<file path="config.mk">
export PLATFORM = sky130hd
export DESIGN_NAME = hdr_unit
export DESIGN_NICKNAME = d
export VERILOG_FILES = /design/src/hw/hdr_pkg.sv /design/src/hw/wrap_addr.sv /design/src/hw/hdr_unit.sv
export VERILOG_INCLUDE_DIRS = /design/src /design/src/hw
export SDC_FILE = /design/constraint.sdc
export NUM_CORES = 1
export LEC_CHECK = 0
export BUFFER_PORTS_ARGS = -buffer_cell sky130_fd_sc_hd__buf_4
export CORE_AREA = 3 3 156 234
export DETAILED_ROUTE_END_ITERATION = 6
export DIE_AREA = 0 0 159 237
export GPL_TIMING_DRIVEN = 0
export PLACE_DENSITY = 0.51
export REMOVE_ABC_BUFFERS = 1
export SYNTH_ARGS = -nofsm -noshare
export SYNTH_HDL_FRONTEND = slang
export SYNTH_HIERARCHICAL = 1
export SYNTH_SLANG_ARGS = --single-unit
</file>
<file path="constraint.sdc">
create_clock -name sys_clk -period 2.5 [get_ports sys_clk]
set_clock_uncertainty 0.2 [all_clocks]
set_input_delay 0.5 -clock sys_clk [delete_from_list [all_inputs] [get_ports sys_clk]]
set_output_delay 0.5 -clock sys_clk [all_outputs]
set_load 0.01 [all_outputs]
</file>
<file path="src/hw/hdr_params.svh">
// Purpose: constants for the address-phase header block
// Assumes: 64-bit multiplexed address/data bus, 200 MHz clock
// Notes:   offsets are byte addresses on the register bus
`ifndef HDR_PARAMS_SVH
`define HDR_PARAMS_SVH

// header field positions
`define ADDR_LSB      0
`define ADDR_MSB      35
`define TYPE_LSB      36
`define TYPE_MSB      39
`define SIZE_LSB      40
`define SIZE_MSB      42
`define CACHE_BIT     43
`define LOCK_BIT      44
`define BOOT_BIT      45
`define VIDX_LSB      46
`define VIDX_MSB      53
`define RSV_LSB       54
`define RSV_MSB       58
`define SUP_BIT       59
`define MID_LSB       60
`define MID_MSB       63

// type codes
`define TC_WRITE      4'h0
`define TC_READ       4'h1
`define TC_CINV       4'h2
`define TC_CREAD      4'h3
`define TC_CWINV      4'h4
`define TC_CRINV      4'h5

// size codes
`define SZ_8B         3'h3
`define SZ_32B        3'h5

// register byte offsets
`define REG_CTRL      12'h000
`define REG_STATUS    12'h004
`define REG_ADDR_LO   12'h008
`define REG_ADDR_HI   12'h00C
`define REG_VIDX      12'h010
`define REG_BEAT      12'h014
`define REG_BEAT_LO   12'h018

// reset values
`define CTRL_RST      32'h0000_0000

`endif

</file>
<file path="src/hw/hdr_pkg.sv">
// Purpose: types for the address-phase header block
// Assumes: constants live in hdr_params.svh
// Notes:   no constants here, only types
package hdr_pkg;
   // transaction kind after decode
   typedef enum logic [6:0] {
      k_write  = 7'b000_0001,
      k_read   = 7'b000_0010,
      k_cinv   = 7'b000_0100,
      k_cread  = 7'b000_1000,
      k_cwinv  = 7'b001_0000,
      k_crinv  = 7'b010_0000,
      k_rsvd   = 7'b100_0000
   } kind_e;

   // lock tracker states
   typedef enum logic [1:0] {
      lk_free  = 2'b01,
      lk_held  = 2'b10
   } lock_e;
endpackage : hdr_pkg

</file>
<file path="src/hw/wrap_addr.sv">
// Purpose: next beat address for wrapping or aligned bursts
// Assumes: combinational, address in 8-byte beats
// Notes:   bits above n stay fixed; wraps modulo burst length
`timescale 1ns/100ps
`include "hdr_params.svh"

module wrap_addr #(
   parameter int AW = 36
) (
   // current beat and size
   input  wire logic [AW-1:0] cur_addr,
   input  wire logic [2:0]    size_code,
   // next beat
   output logic      [AW-1:0] nxt_addr
);
   // mask of bits n:3 per size, empty for 8 bytes or less
   wire logic [3:0] low_mask;
   wire logic [3:0] inc_low;
   assign low_mask = (size_code > `SZ_8B) ?
                     4'((5'h1 << (size_code - 3'h3)) - 5'h1) : 4'h0;
   assign inc_low  = cur_addr[6:3] + 4'h1;
   assign nxt_addr = {cur_addr[AW-1:7],
                      (inc_low & low_mask) | (cur_addr[6:3] & ~low_mask),
                      3'h0};
endmodule : wrap_addr

</file>
<file path="src/hw/hdr_unit.sv">
// Purpose: decode an address-phase header, track lock, form beats
// Assumes: bus pins sampled through two flops; AXI4-Lite registers
// Notes:   slave/snooper side; master fields are only observed
`timescale 1ns/100ps
`include "hdr_params.svh"

module hdr_unit (
   // clock and reset
   input  wire logic        sys_clk,
   input  wire logic        rst,
   // bus pins, raw
   input  wire logic [63:0] muxed_addr_data_bus,
   input  wire logic        address_strobe,
   input  wire logic        bus_busy,
   input  wire logic        data_ready_ack,
   input  wire logic        retry_issued,
   // beat address and status out
   output logic      [35:0] beat_addr,
   output logic             burst_active,
   output logic             locked,
   output logic             hdr_error,
   // axi4-lite write address
   input  wire logic        s_axi_awvalid,
   output logic             s_axi_awready,
   input  wire logic [11:0] s_axi_awaddr,
   // axi4-lite write data
   input  wire logic        s_axi_wvalid,
   output logic             s_axi_wready,
   input  wire logic [31:0] s_axi_wdata,
   input  wire logic [3:0]  s_axi_wstrb,
   // axi4-lite write response
   output logic             s_axi_bvalid,
   input  wire logic        s_axi_bready,
   output logic      [1:0]  s_axi_bresp,
   // axi4-lite read address
   input  wire logic        s_axi_arvalid,
   output logic             s_axi_arready,
   input  wire logic [11:0] s_axi_araddr,
   // axi4-lite read data
   output logic             s_axi_rvalid,
   input  wire logic        s_axi_rready,
   output logic      [31:0] s_axi_rdata,
   output logic      [1:0]  s_axi_rresp
);
   ////////////////////////////////////////////////////////////////////////
   // pin synchronisers
   ////////////////////////////////////////////////////////////////////////
   logic [63:0] bus_s1_r, bus_s2_r;    // bus lines, two stages
   logic [3:0]  ctl_s1_r, ctl_s2_r;    // strobe, busy, ack, retry
   // two flops before any logic reads a pin
   always_ff @(posedge sys_clk) begin
      bus_s1_r <= muxed_addr_data_bus;
      bus_s2_r <= bus_s1_r;
      ctl_s1_r <= {retry_issued, data_ready_ack, bus_busy, address_strobe};
      ctl_s2_r <= ctl_s1_r;
   end
   wire logic strobe_s = ctl_s2_r[0];  // header cycle marker
   wire logic busy_s   = ctl_s2_r[1];  // bus held
   wire logic ack_s    = ctl_s2_r[2];  // beat acknowledged
   wire logic rr_s     = ctl_s2_r[3];  // our retry pending
   logic busy_d_r;                     // busy last cycle
   always_ff @(posedge sys_clk) begin
      if (rst) busy_d_r <= 1'b0;
      else     busy_d_r <= busy_s;
   end

   ////////////////////////////////////////////////////////////////////////
   // header field split
   ////////////////////////////////////////////////////////////////////////
   // address lines
   wire logic [35:0] phys_addr_field = bus_s2_r[`ADDR_MSB:`ADDR_LSB];
   wire logic [3:0]  type_f  = bus_s2_r[`TYPE_MSB:`TYPE_LSB];
   wire logic [2:0]  size_f  = bus_s2_r[`SIZE_MSB:`SIZE_LSB];
   wire logic [7:0]  virt_index_field = bus_s2_r[`VIDX_MSB:`VIDX_LSB];
   wire logic [3:0]  mid_f   = bus_s2_r[`MID_MSB:`MID_LSB];
   wire logic [5:0]  flags_f = {bus_s2_r[`SUP_BIT], bus_s2_r[`BOOT_BIT],
                                bus_s2_r[`LOCK_BIT], bus_s2_r[`CACHE_BIT],
                                bus_s2_r[`RSV_MSB], bus_s2_r[`RSV_LSB]};

   function automatic hdr_pkg::kind_e decode_type(input logic [3:0] t);
      case (t)
         `TC_WRITE: decode_type = hdr_pkg::k_write;
         `TC_READ:  decode_type = hdr_pkg::k_read;
         `TC_CINV:  decode_type = hdr_pkg::k_cinv;
         `TC_CREAD: decode_type = hdr_pkg::k_cread;
         `TC_CWINV: decode_type = hdr_pkg::k_cwinv;
         `TC_CRINV: decode_type = hdr_pkg::k_crinv;
         default:   decode_type = hdr_pkg::k_rsvd;
      endcase
   endfunction : decode_type

   hdr_pkg::kind_e kind_w;
   assign kind_w = decode_type(type_f);
   wire logic coherent_w = (kind_w == hdr_pkg::k_cinv) ||
                           (kind_w == hdr_pkg::k_cread) ||
                           (kind_w == hdr_pkg::k_cwinv) ||
                           (kind_w == hdr_pkg::k_crinv);
   wire logic is_read_w  = (kind_w == hdr_pkg::k_read) ||
                           (kind_w == hdr_pkg::k_cread) ||
                           (kind_w == hdr_pkg::k_crinv);
   // coherent forces 32 bytes; reserved flagged
   wire logic [2:0] eff_size_w = coherent_w ? `SZ_32B : size_f;
   wire logic bad_w = (kind_w == hdr_pkg::k_rsvd) ||
                      (coherent_w && size_f != `SZ_32B);

   ////////////////////////////////////////////////////////////////////////
   // control register fields
   ////////////////////////////////////////////////////////////////////////
   logic [31:0] ctrl_r;                // software control
   wire logic   aligned_mode = ctrl_r[0];  // snoop-hit aligned order
   wire logic   rr_capable   = ctrl_r[1];  // we may issue retries

   ////////////////////////////////////////////////////////////////////////
   // header capture
   ////////////////////////////////////////////////////////////////////////
   logic [35:0] hdr_addr_r;            // captured address
   logic [3:0]  hdr_type_r;            // captured type
   logic [2:0]  hdr_size_r;            // effective size
   logic [7:0]  hdr_vidx_r;            // virtual index
   logic [3:0]  hdr_mid_r;             // requester module number
   logic [3:0]  rr_mid_r;              // module to reconnect to
   logic [5:0]  hdr_flags_r;           // advisory and reserved bits
   logic        hdr_read_r;            // transaction is a read
   logic [4:0]  beats_left_r;          // beats still to move
   logic [35:0] beat_nxt;              // next beat address
   logic [35:0] first_beat;            // first beat address
   logic [35:0] aligned_base;          // burst-aligned start

   // first write or aligned-read beat; low bits ignored
   wire logic [3:0] low_keep = (eff_size_w > `SZ_8B) ?
        4'((5'h1 << (eff_size_w - 3'h3)) - 5'h1) : 4'h0;
   assign aligned_base = {phys_addr_field[35:7],
                          phys_addr_field[6:3] & ~low_keep, 3'h0};
   // wrapped reads accepted; writes start aligned
   assign first_beat = (is_read_w && !aligned_mode) ?
                       {phys_addr_field[35:3], 3'h0} : aligned_base;

   // beat count: one per 8 bytes
   wire logic [4:0] beat_cnt_w = (eff_size_w > `SZ_8B) ?
        5'(5'h1 << (eff_size_w - 3'h3)) : 5'h1;

   wrap_addr #(.AW(36)) u_wrap (
      .cur_addr  (beat_addr),
      .size_code (hdr_size_r),
      .nxt_addr  (beat_nxt)
   );

   // header taken on strobe; beats advance on each ack
   always_ff @(posedge sys_clk) begin
      if (rst) begin
         hdr_addr_r   <= 36'h0_0000_0000;
         hdr_type_r   <= 4'h0;
         hdr_size_r   <= 3'h0;
         hdr_vidx_r   <= 8'h00;
         hdr_mid_r    <= 4'h0;
         hdr_flags_r  <= 6'h00;
         hdr_read_r   <= 1'b0;
         beat_addr    <= 36'h0_0000_0000;
         beats_left_r <= 5'h00;
         burst_active <= 1'b0;
         hdr_error    <= 1'b0;
      end else if (strobe_s) begin
         hdr_addr_r   <= phys_addr_field;
         hdr_type_r   <= type_f;
         hdr_size_r   <= eff_size_w;
         hdr_vidx_r   <= virt_index_field;
         hdr_mid_r    <= mid_f;
         hdr_flags_r  <= flags_f;
         hdr_read_r   <= is_read_w;
         beat_addr    <= first_beat;
         beats_left_r <= beat_cnt_w;
         burst_active <= !bad_w;
         hdr_error    <= bad_w;
      end else if (burst_active && ack_s) begin
         // aligned order uses the same wrap and returns to the block start on the last ack
         beat_addr    <= beat_nxt;
         beats_left_r <= beats_left_r - 5'h01;
         burst_active <= (beats_left_r != 5'h01);
      end
   end

   ////////////////////////////////////////////////////////////////////////
   // retry reconnect and lock tracking
   ////////////////////////////////////////////////////////////////////////
   hdr_pkg::lock_e lock_r, lock_nxt;
   wire logic busy_fall = busy_d_r && !busy_s;
   // stays locked across retry-caused busy drops
   always_comb begin
      case (lock_r)
         hdr_pkg::lk_free:
            lock_nxt = (strobe_s && bus_s2_r[`LOCK_BIT]) ?
                       hdr_pkg::lk_held : hdr_pkg::lk_free;
         hdr_pkg::lk_held:
            lock_nxt = (busy_fall && !rr_s) ?
                       hdr_pkg::lk_free : hdr_pkg::lk_held;
         default: lock_nxt = hdr_pkg::lk_free;
      endcase
   end
   always_ff @(posedge sys_clk) begin
      if (rst) begin
         lock_r   <= hdr_pkg::lk_free;
         locked   <= 1'b0;
         rr_mid_r <= 4'h0;
      end else begin
         lock_r   <= lock_nxt;
         locked   <= (lock_nxt == hdr_pkg::lk_held);
         if (strobe_s && rr_capable)
            rr_mid_r <= mid_f;
      end
   end

   ////////////////////////////////////////////////////////////////////////
   // axi4-lite slave
   ////////////////////////////////////////////////////////////////////////
   logic        aw_held_r, w_held_r;   // channel taken, waiting pair
   logic [11:0] aw_addr_r;             // held write address
   logic [31:0] w_data_r;              // held write data
   logic [3:0]  w_strb_r;              // held strobes
   wire logic   aw_take = s_axi_awvalid && s_axi_awready;
   wire logic   w_take  = s_axi_wvalid && s_axi_wready;
   wire logic   do_wr   = aw_held_r && w_held_r && !s_axi_bvalid;
   wire logic   wr_ok   = (aw_addr_r == `REG_CTRL);
   wire logic   ar_take = s_axi_arvalid && s_axi_arready;

   // write channels, either order
   always_ff @(posedge sys_clk) begin
      if (rst) begin
         aw_held_r     <= 1'b0;
         w_held_r      <= 1'b0;
         aw_addr_r     <= 12'h000;
         w_data_r      <= 32'h0000_0000;
         w_strb_r      <= 4'h0;
         s_axi_awready <= 1'b0;
         s_axi_wready  <= 1'b0;
         s_axi_bvalid  <= 1'b0;
         s_axi_bresp   <= 2'b00;
         ctrl_r        <= `CTRL_RST;
      end else begin
         s_axi_awready <= !aw_held_r && !aw_take;
         s_axi_wready  <= !w_held_r && !w_take;
         if (aw_take) begin
            aw_held_r <= 1'b1;
            aw_addr_r <= s_axi_awaddr;
         end
         if (w_take) begin
            w_held_r <= 1'b1;
            w_data_r <= s_axi_wdata;
            w_strb_r <= s_axi_wstrb;
         end
         if (do_wr) begin
            // only control is writable; others answer slverr
            if (wr_ok && w_strb_r[0])
               ctrl_r[1:0] <= w_data_r[1:0];
            s_axi_bvalid <= 1'b1;
            s_axi_bresp  <= wr_ok ? 2'b00 : 2'b10;
            aw_held_r    <= 1'b0;
            w_held_r     <= 1'b0;
         end else if (s_axi_bvalid && s_axi_bready) begin
            s_axi_bvalid <= 1'b0;
         end
      end
   end

   // read mux of live state
   logic [31:0] rd_val;
   logic        rd_ok;
   always_comb begin
      rd_ok = 1'b1;
      case (s_axi_araddr)
         `REG_CTRL:    rd_val = ctrl_r;
         `REG_STATUS:  rd_val = {7'h00, rr_mid_r, hdr_mid_r, hdr_flags_r,
                                 hdr_read_r, hdr_size_r, hdr_type_r,
                                 hdr_error, locked, burst_active};
         `REG_ADDR_LO: rd_val = hdr_addr_r[31:0];
         `REG_ADDR_HI: rd_val = {28'h000_0000, hdr_addr_r[35:32]};
         `REG_VIDX:    rd_val = {27'h000_0000, beats_left_r[4:0]} |
                                {16'h0000, hdr_vidx_r, 8'h00};
         `REG_BEAT:    rd_val = {28'h000_0000, beat_addr[35:32]};
         `REG_BEAT_LO: rd_val = beat_addr[31:0];
         default: begin
            rd_val = 32'h0000_0000;
            rd_ok  = 1'b0;
         end
      endcase
   end

   // read channel, one outstanding
   always_ff @(posedge sys_clk) begin
      if (rst) begin
         s_axi_arready <= 1'b0;
         s_axi_rvalid  <= 1'b0;
         s_axi_rdata   <= 32'h0000_0000;
         s_axi_rresp   <= 2'b00;
      end else begin
         s_axi_arready <= !s_axi_rvalid && !ar_take;
         if (ar_take) begin
            s_axi_rvalid <= 1'b1;
            s_axi_rdata  <= rd_val;
            s_axi_rresp  <= rd_ok ? 2'b00 : 2'b10;
         end else if (s_axi_rvalid && s_axi_rready) begin
            s_axi_rvalid <= 1'b0;
         end
      end
   end
endmodule : hdr_unit

</file>
Word level (Yosys, flattened, before mapping). Cells that the tools add are included.

Bits in registers: 309. Logic and storage cells: 140. Output and inout bits: 80. Bits of input ports: 135.

$add $sub $neg: 6. Bitwise operators: 7. Multiplexer cells: 23. Magnitude comparators: 2. Reductions and logical operators: 44. Shifts and indexed selects: 2. Equal/unequal tests: 22.

Operators with widths (number): case mux 32 bit (7 select lines) (1); case mux 7 bit (6 select lines) (1); equality test 12 x 5 -> 1 bit, second input constant (3); two-way mux 36 bit (1); equality test 12 x 4 -> 1 bit, second input constant (2); zero test 12 bit (2); logical AND 1 bit (18); bitwise OR 5 x 16 -> 16 bit (1); two-way mux 5 bit (3); two-way mux 7 bit (2); bitwise AND 4 bit (3); equality test 12 x 3 -> 1 bit, second input constant (1); zero test 1 bit (11); equality test 4 x 2 -> 1 bit, second input constant (2); equality test 4 x 3 -> 1 bit, second input constant (2); two-way mux 2 bit (4); two-way mux 4 bit (2); NOT 4 bit (2); subtractor 4 x 1 -> 4 bit, second input constant (2); equality test 7 x 2 -> 1 bit, second input constant (1); equality test 7 x 3 -> 1 bit, second input constant (1); equality test 7 x 4 -> 1 bit, second input constant (1); equality test 7 x 5 -> 1 bit, second input constant (1); equality test 7 x 6 -> 1 bit, second input constant (1); other kinds (22) (38).

Depth between registers and ports, before layout. Gate-level depths: netlist (run 1).

Depth in word-level cells: 15. Gate-level depth with buffers: 10. Depth with buffers taken out: 10.

Cells and area by module. Netlist (run 1), hierarchy kept.

By module, submodules not included: hdr_unit (times used 1, area an instance 9947.0 µm², seq. area each 6025.8 µm², cells an instance 963); wrap_addr (times used 1, area an instance 435.4 µm², seq. area each 0.0 µm², cells an instance 56).

Worst setup path before layout (run 1). No wires, ideal clock.

Path kind: reg-to-reg. Start: reg hdr_size_r[1]. End: reg beat_addr[4]. Buffers on the path: 0. Setup time: 132 ps. Stages on the path, launching flop included: 10. Data required time: 2168 ps. Period minus slack after synthesis: 2753 ps. Slack: -253 ps. Arrival: 2421 ps. Path through: dfxtp_1 and2_2 ha_1 or3_2 ha_1 nor3_1 mux2_2 mux2_2 nand2_1 a21oi_1.

Longest elaborated chain between the ends: 9.

RTL lines: start: declaration (RTL line hdr_unit.sv:118) `logic [2:0] hdr_size_r;`; start signal: assignment (RTL line hdr_unit.sv:165) `hdr_size_r <= eff_size_w;`; subtractor 3 x 2 -> 3 bit (RTL line wrap_addr.sv:20) `4'((5'h1 << (size_code - 3'h3)) - 5'h1) : 4'h0;`; left shift 1 x 3 -> 4 bit (RTL line wrap_addr.sv:20); subtractor 4 x 1 -> 4 bit (RTL line wrap_addr.sv:20); two-way mux 4 bit (*) (RTL line wrap_addr.sv:19) `` assign low_mask = (size_code > `SZ_8B) ? ``; NOT 4 bit (RTL line wrap_addr.sv:23) `(inc_low & low_mask) | (cur_addr[6:3] & ~low_mask),`; bitwise AND 4 bit (RTL line wrap_addr.sv:23); bitwise OR 4 bit (*) (RTL line wrap_addr.sv:23); named net beat_nxt[4] (RTL line hdr_unit.sv:125) `logic [35:0] beat_nxt;`; two-way mux 7 bit (*) (RTL line hdr_unit.sv:174) `end else if (burst_active && ack_s) begin`; two-way mux 36 bit (*) (RTL line hdr_unit.sv:162) `end else if (strobe_s) begin`; end signal: assignment (RTL line hdr_unit.sv:170) `beat_addr <= first_beat;`; end signal: assignment (RTL line hdr_unit.sv:176) `beat_addr <= beat_nxt;`; end: declaration (RTL line hdr_unit.sv:18) `output logic [35:0] beat_addr,`.

Mark *: on every way through the listed nets, which the timed path passes. The rest lies on a longest branch. The select of a mux whose other input is x is not followed. A chain may end at the register's enable or synchronous reset.

Worst setup path in the final report (run 1). Same ends and word-level chain as after synthesis.

==> impl_metrics.csv, run 1 <==
group,metric,value,unit
grt,antenna_found_initial,0,
synthesis,synth_edf_count,0,
die,dieArea,37700,um^2
detailed_routing,num_vias,7676,
die,io_pins,215,
die,die_w,159,um
final_layout,multi_input_area,3900,um^2
detailed_routing,wire_per_inst,16.2,um
clocking,clockRootBuffer,"clkbuf_16",
detailed_routing,drcViolationCount,0,
worst_setup_path,cp-startpoint,"hdr_size_r[1]",
synthesis,netlist.area_leader.share,58.0,%
final_layout,n_antenna_cell,0,
clocking,clock-sinks,301,
worst_setup_path,cp.required,2730,ps
detailed_routing,antenna_left,0,
detailed_routing,drt-total-wl,28100,um
synthesis,ys_types,66,
worst_setup_path,critPathKind,"reg2reg",
detailed_routing,viasPerCell,4.44,
final_layout,layout.nets,1377,
die,start_util,29.8,%
worst_setup_path,cp_max_fo,2,
grt,grt_pass1_wl,43400,um
clocking,insertion_delay,560,ps
flow_run,max-cap-violations,0,
synthesis,synth_area_leaders,"dfxtp_1 58%, nand2_1 6.5%, mux2i_1 5.0%, a21oi_1 5.0%, mux2_2 4.9%",
timing,period_share,100,%
die,core_area,34900,um^2
hold_path,hp-start,"s_axi_bready",
worst_setup_path,r2r-start,"hdr_size_r[1]",
final_layout,seq_area,6040,um^2
timing,rsz0062_at_grt,"yes",
placed_design,place.gp.congestion,0.725,
final_layout,fin_cells,1730,
clocking,path_clk_slew,60,ps
placed_design,hpwlAfterDp,18000,um
synthesis,async_flop_share,0,%
synthesis,syn_inst,1019,
final_layout,areaGrowthSynthToFinish,34.3,%
power,peakVddDrop,0.000480,V
synthesis,yosysSeqAreaShare,58.0,%
synthesis,ys_seq_elements,301,
timing,setup_viol,1,
timing,slew_headroom,47.2,%
timing,timing.final.crit_period,2500,ps
final_layout,fill_cells,3488,
outcome,violations,"setup timing",
detailed_routing,drtIter0Drc,227,
synthesis,syn_avg_cell_area,10.2,um^2
hold_path,worstHoldPathType,"in2reg",
die,rows,84,
timing,maxSlewViolCount,0,
worst_setup_path,reg2reg_depth,9,
synthesis,syn_area,10400,um^2
detailed_routing,firstDrtPassIters,4,
timing,fmax,399,MHz
timing,hold_viol,0,
clocking,clockBufferDepth,3,
clocking,cts_tree,"yes",
timing,worst_pin_slew,790,ps
worst_setup_path,arrival,2730,ps
clocking,htreeDepth,1,
power,total_power,0.0107,W
synthesis,synth_top_area_cell,"dfxtp_1",
die,die_y,237,um
hold_path,hold_depth,4,
grt,track_usage,14.6,%
timing,setup_ws,-3.45,ps
outcome,outcome,"finished, violations left",
timing,hold_slack,57.4,ps
placed_design,port_buffers,176,
grt,grt_max_degree,94,
worst_setup_path,critPathLaunchType,"flop",
power,powerDensity,764,nW/um^2
power,p_leak,5.64,nW
final_layout,drive_gt1_share,25.2,%
placed_design,dp_cells,1586,
synthesis,ys_warn_count,6,
worst_setup_path,critPathCaptureType,"flop",
timing,fin_tns_setup,-3.45,ps
final_layout,final_core_util,40.0,%
grt,grt_pass1_vias,7659,
grt,gr-total-overflow,0,
clocking,numCtsBuffers,30,
synthesis,ys.flop_type,"dfxtp_1",
[per-layer routing]
metal | vias up | global-route usage [%] | share of wire (%)
met2 | 176 | 27.9 | 53
met4 | 0 | 5.50 | 2.9
met1 | 3556 | 16.1 | 39
li1 | 3891 | - | -
met3 | 53 | 2.29 | 4.5
met5 | - | 0 | 0
[worst max-delay path: stages, from the launching register on]
cell and delay [ps]:
dfxtp_4 350, and2_4 160, ha_4 210, or3_4 340
ha_4 230, nor3_4 180, mux2_4 320, mux2_4 260
nand2_2 70, a21oi_2 50
[final cells by class]
class	count	share of cell area, %
multi-input combinational	619	27.9
timing repair buffer	270	16.7
sequential	301	43.3
tap	473	4.24
clock inverter	18	1.37
inverter	11	0.332
clock buffer	38	6.04
[power by group]
part	switching, W	internal [W]
sequential	0.000139	0.00503
clock	0.00194	0.00271
combinational	0.000393	0.000448
[through the flow]
stage | instance area, um^2 | worst slack, ps
2_1_floorplan | 9880 | -1320
3_3_place_gp | 11800 | -4080
3_5_place_dp | 11900 | -852
4_1_cts | 13900 | -41.5
5_1_grt | 13900 | -85.0
6_report | 13900 | -3.45
[cells in the mapped netlist, drive strengths merged, types with 7 or more instances]
| library cell | number |
|---|---|
| o21ai | 34 |
| dfxtp | 301 |
| inv | 11 |
| nor4 | 7 |
| a21oi | 103 |
| a211oi | 10 |
| nand2 | 180 |
| nand2b | 15 |
| mux2 | 45 |
| clkbuf | 33 |
| ha | 9 |
| nor3 | 12 |
| a22oi | 12 |
| nor2 | 48 |
| nand3 | 9 |
| o32ai | 10 |
| mux2i | 52 |
| buf | 58 |
[final timing paths]
| check | end | slack (ps) |
|---|---|---|
| setup / recovery | beat_addr[4] | -3 |
| hold reg to reg | bus_s2_r[1] | 120 |
| hold / removal | s_axi_bvalid | 60 |
| setup reg to reg | beat_addr[4] | -3 |
[layout by cell type (no fill, tap or decap), types with 7 or more instances in the layout]
master         Yosys  layout
dfxtp_1          301     297
buf_4             38     179
nand2_1          179     178
a21oi_1          103     101
dlygate4sd3_1      0      83
mux2i_1           52      52
nor2_1            47      47
mux2_2            45      42
clkbuf_16          0      31
o21ai_1           20      20
nand2b_1          15      15
o21ai_0           14      14
a22oi_1           12      12
o32ai_1           10      10
nor3_1            11      10
inv_1             10      10
a211oi_1          10       9
nand3_1            9       9
ha_1               9       7
[registers in the layout, indices dropped and copies added, names as in the netlist, 2 cells and up]
signal        flops
ctrl_r            2
bus_s2_r         61
aw_addr_r        12
beats_left_r      5
lock_r            2
ctl_s2_r          4
hdr_addr_r       36
hdr_flags_r       6
ctl_s1_r          4
hdr_size_r        3
hdr_mid_r         4
w_data_r          2
hdr_type_r        4
beat_addr        36
rr_mid_r          4
bus_s1_r         61
hdr_vidx_r        8
s_axi_rdata      32
[repair_timing]
item                                   in CTS  in global routing
setup endpoints to repair                  61                  3
hold buffers                               83                  0
endpoints found under the hold margin      83                  0
resized for setup                          14                  7
pin swaps                                   3                  6
buffers inserted                            3                  2
[cell families after synthesis]
logic type	count (synthesis)	synth area share [%]
simple gates	306	13.8
flops	301	58.0
compound gates	190	10.7
buf+inv	102	5.34
mux	98	10.1
fa+ha+maj	10	1.18
xor+xnor	10	0.844
other cells	2	0.0723
Note: power is estimated with default switching activity, not from simulation.
==> inputs of run 2 (changes only) <==
--- a/config.mk
+++ b/config.mk
@@ -11,7 +11,7 @@
 export DETAILED_ROUTE_END_ITERATION = 6
 export DIE_AREA = 0 0 159 237
 export GPL_TIMING_DRIVEN = 0
-export PLACE_DENSITY = 0.51
+export PLACE_DENSITY = 0.47
 export REMOVE_ABC_BUFFERS = 1
 export SYNTH_ARGS = -nofsm -noshare
 export SYNTH_HDL_FRONTEND = slang
==> constraint.sdc (replaced) <==
create_clock -name sys_clk -period 3.2 [get_ports sys_clk]
set_clock_uncertainty 0.2 [all_clocks]
set_input_delay 0.64 -clock sys_clk [delete_from_list [all_inputs] [get_ports sys_clk]]
set_output_delay 0.64 -clock sys_clk [all_outputs]
set_load 0.01 [all_outputs]
==> run 2 against run 1 <==
The run now ends clean. Wire length is 2.3% lower. Final area is 2.0% lower. Hold slack better by 26 ps. Largest cell class unchanged. Highest routed layer unchanged.
==> impl_metrics.csv, run 2 (synthesis results as in run 1) <==
group,metric,value,unit
flow_run,max-cap-violations,0,
worst_setup_path,arrival,3230,ps
worst_setup_path,cp.required,3430,ps
grt,gr-total-overflow,0,
grt,grt_max_degree,71,
grt,track_usage,14.4,%
timing,rsz0062_at_grt,"no",
placed_design,place.gp.congestion,0.743,
timing,maxSlewViolCount,0,
final_layout,multi_input_area,3830,um^2
outcome,outcome,"complete, no violations",
timing,slew_headroom,42.3,%
worst_setup_path,cp.depth,9,
final_layout,fin_cells,1706,
worst_setup_path,reg2reg_slack,200,ps
die,core_area,34900,um^2
die,io_pins,215,
worst_setup_path,cp-startpoint,"hdr_size_r[0]",
final_layout,n_antenna_cell,0,
power,powerDensity,613,nW/um^2
die,dieArea,37700,um^2
detailed_routing,drt-total-wl,27400,um
clocking,clock-sinks,301,
worst_setup_path,critPathLaunchType,"flop",
grt,grt_pass1_vias,7590,
worst_setup_path,crit_end,"beat_addr[4]",
timing,hold_viol,0,
die,die_w,159,um
clocking,clockBufferDepth,3,
worst_setup_path,rr_endpoint,"beat_addr[4]",
detailed_routing,drtIter0Drc,266,
timing,setup_viol,0,
detailed_routing,drcViolationCount,0,
timing,timing.final.crit_period,3000,ps
clocking,numCtsBuffers,31,
power,p_leak,5.55,nW
placed_design,hpwlAfterDp,17900,um
detailed_routing,num_vias,7508,
final_layout,final_cell_mix,"300 x dfxtp_1, 179 x nand2_1, 175 x buf_4",
timing,worst_pin_slew,863,ps
worst_setup_path,r2r-start,"hdr_size_r[0]",
die,die_y,237,um
timing,fmax,333,MHz
final_layout,areaGrowthSynthToFinish,31.7,%
clocking,cts_tree,"yes",
detailed_routing,wire_per_inst,16.1,um
final_layout,drive_gt1_share,24.2,%
power,peakVddDrop,0.000355,V
clocking,htreeDepth,1,
die,start_util,29.8,%
worst_setup_path,critical_path_buf_inv_count,0,
final_layout,layout.nets,1356,
clocking,clockRootBuffer,"clkbuf_16",
detailed_routing,firstDrtPassIters,4,
hold_path,hold_depth,2,
worst_setup_path,critPathCaptureType,"flop",
grt,grt_pass1_wl,43200,um
worst_setup_path,critPathTopFamily,"simple AND/OR/NAND/NOR gates",
final_layout,seq_area,6030,um^2
grt,antenna_found_initial,0,
worst_setup_path,crit_chain,"and2_2, ha_1, or3_2, ha_1, nor3_1, mux2_2, mux2_2, nand2_1, a21oi_1",
detailed_routing,antenna_left,0,
worst_setup_path,reg2reg_depth,9,
worst_setup_path,slowest_delay,500,ps
clocking,insertion_delay,580,ps
die,rows,84,
timing,period_share,93.9,%
final_layout,layout_commonest_cell,"dfxtp_1",
hold_path,worstHoldPathType,"in2reg",
placed_design,dp_cells,1586,
detailed_routing,viasPerCell,4.40,
worst_setup_path,critPathKind,"reg2reg",
placed_design,port_buffers,176,
final_layout,fill_cells,3581,
final_layout,largestRegisters,"bus_s1_r: 61 flops, bus_s2_r: 61 flops",
power,total_power,0.00838,W
worst_setup_path,cp_max_fo,7,
clocking,path_clk_slew,60,ps
worst_setup_path,cp_slowest_cell,"dfxtp_1",
final_layout,final_core_util,39.2,%
## run 2: cell types whose count changed in the layout (fill, tap and decap cells not counted), sizes merged
cell / previous run / this run
clkbuf: 38 / 41
buf: 187 / 183
clkinv: 7 / 6
clkinvlp: 6 / 3
dlygate4sd3: 83 / 65
bufinv: 3 / 4
inv: 13 / 11
## run 2: final cells by class
| cell class | instances | share of cell area, % |
|---|---|---|
| timing repair buffer | 248 | 15.5 |
| clock inverter | 13 | 1.40 |
| tap | 473 | 4.33 |
| clock buffer | 41 | 6.32 |
| inverter | 11 | 0.311 |
| sequential | 301 | 44.1 |
| multi-input combinational | 619 | 28.0 |
## run 2: how the worst min path moves through the flow
stage,slack (ps),start,end
final,80,s_axi_wvalid,s_axi_wready
after global routing,60,s_axi_wvalid,s_axi_wready
after CTS,50,s_axi_wvalid,s_axi_wready
after detailed placement,110,bus_s1_r[17],bus_s2_r[17]
after global placement,110,bus_s1_r[19],bus_s2_r[19]
after floorplan,110,bus_s1_r[0],bus_s2_r[0]
## run 2: metrics by stage
stage / setup WS (ps) / hold WS, ps / area [um^2] / TNS (ps)
2_1_floorplan: -625 / 110 / 9880 / -29150
3_3_place_gp: -3310 / 110 / 11800 / -306640
3_5_place_dp: -308 / 112 / 11900 / -2130
4_1_cts: 168 / 45.7 / 13600 / 0
5_1_grt: 91.0 / 58.9 / 13700 / 0
6_report: 196 / 83.4 / 13700 / 0
## run 2: layer usage
metal,GRT usage (%),part of all wire [%],vias to the layer above,wire (um)
met2,26.8,53,147,14500
met5,0,0,-,0
met4,3.77,1.7,0,476
met1,16.8,41,3493,11300
met3,2.57,4.4,32,1210
li1,-,-,3836,-
## run 2: worst register-to-register path, stage by stage (launching register included)
cell and delay, ps:
dfxtp_1 500, and2_2 220, ha_1 280, or3_2 430
ha_1 280, nor3_1 230, mux2_2 360, mux2_2 260
nand2_1 60, a21oi_1 70
## run 2: what timing repair did
| item | CTS | global route |
|---|---|---|
| hold endpoints to repair | 65 | 0 |
| resized for setup | 0 | 0 |
| setup buffers | 0 | 0 |
| hold buffers | 65 | 0 |
## run 2: where the power goes
part | switching (W) | internal (W) | total (W)
Clock | 0.00151 | 0.00222 | 0.00372
Combinational | 0.000290 | 0.000325 | 0.000615
Sequential | 0.000110 | 0.00393 | 0.00404
Total | 0.00191 | 0.00647 | 0.00838
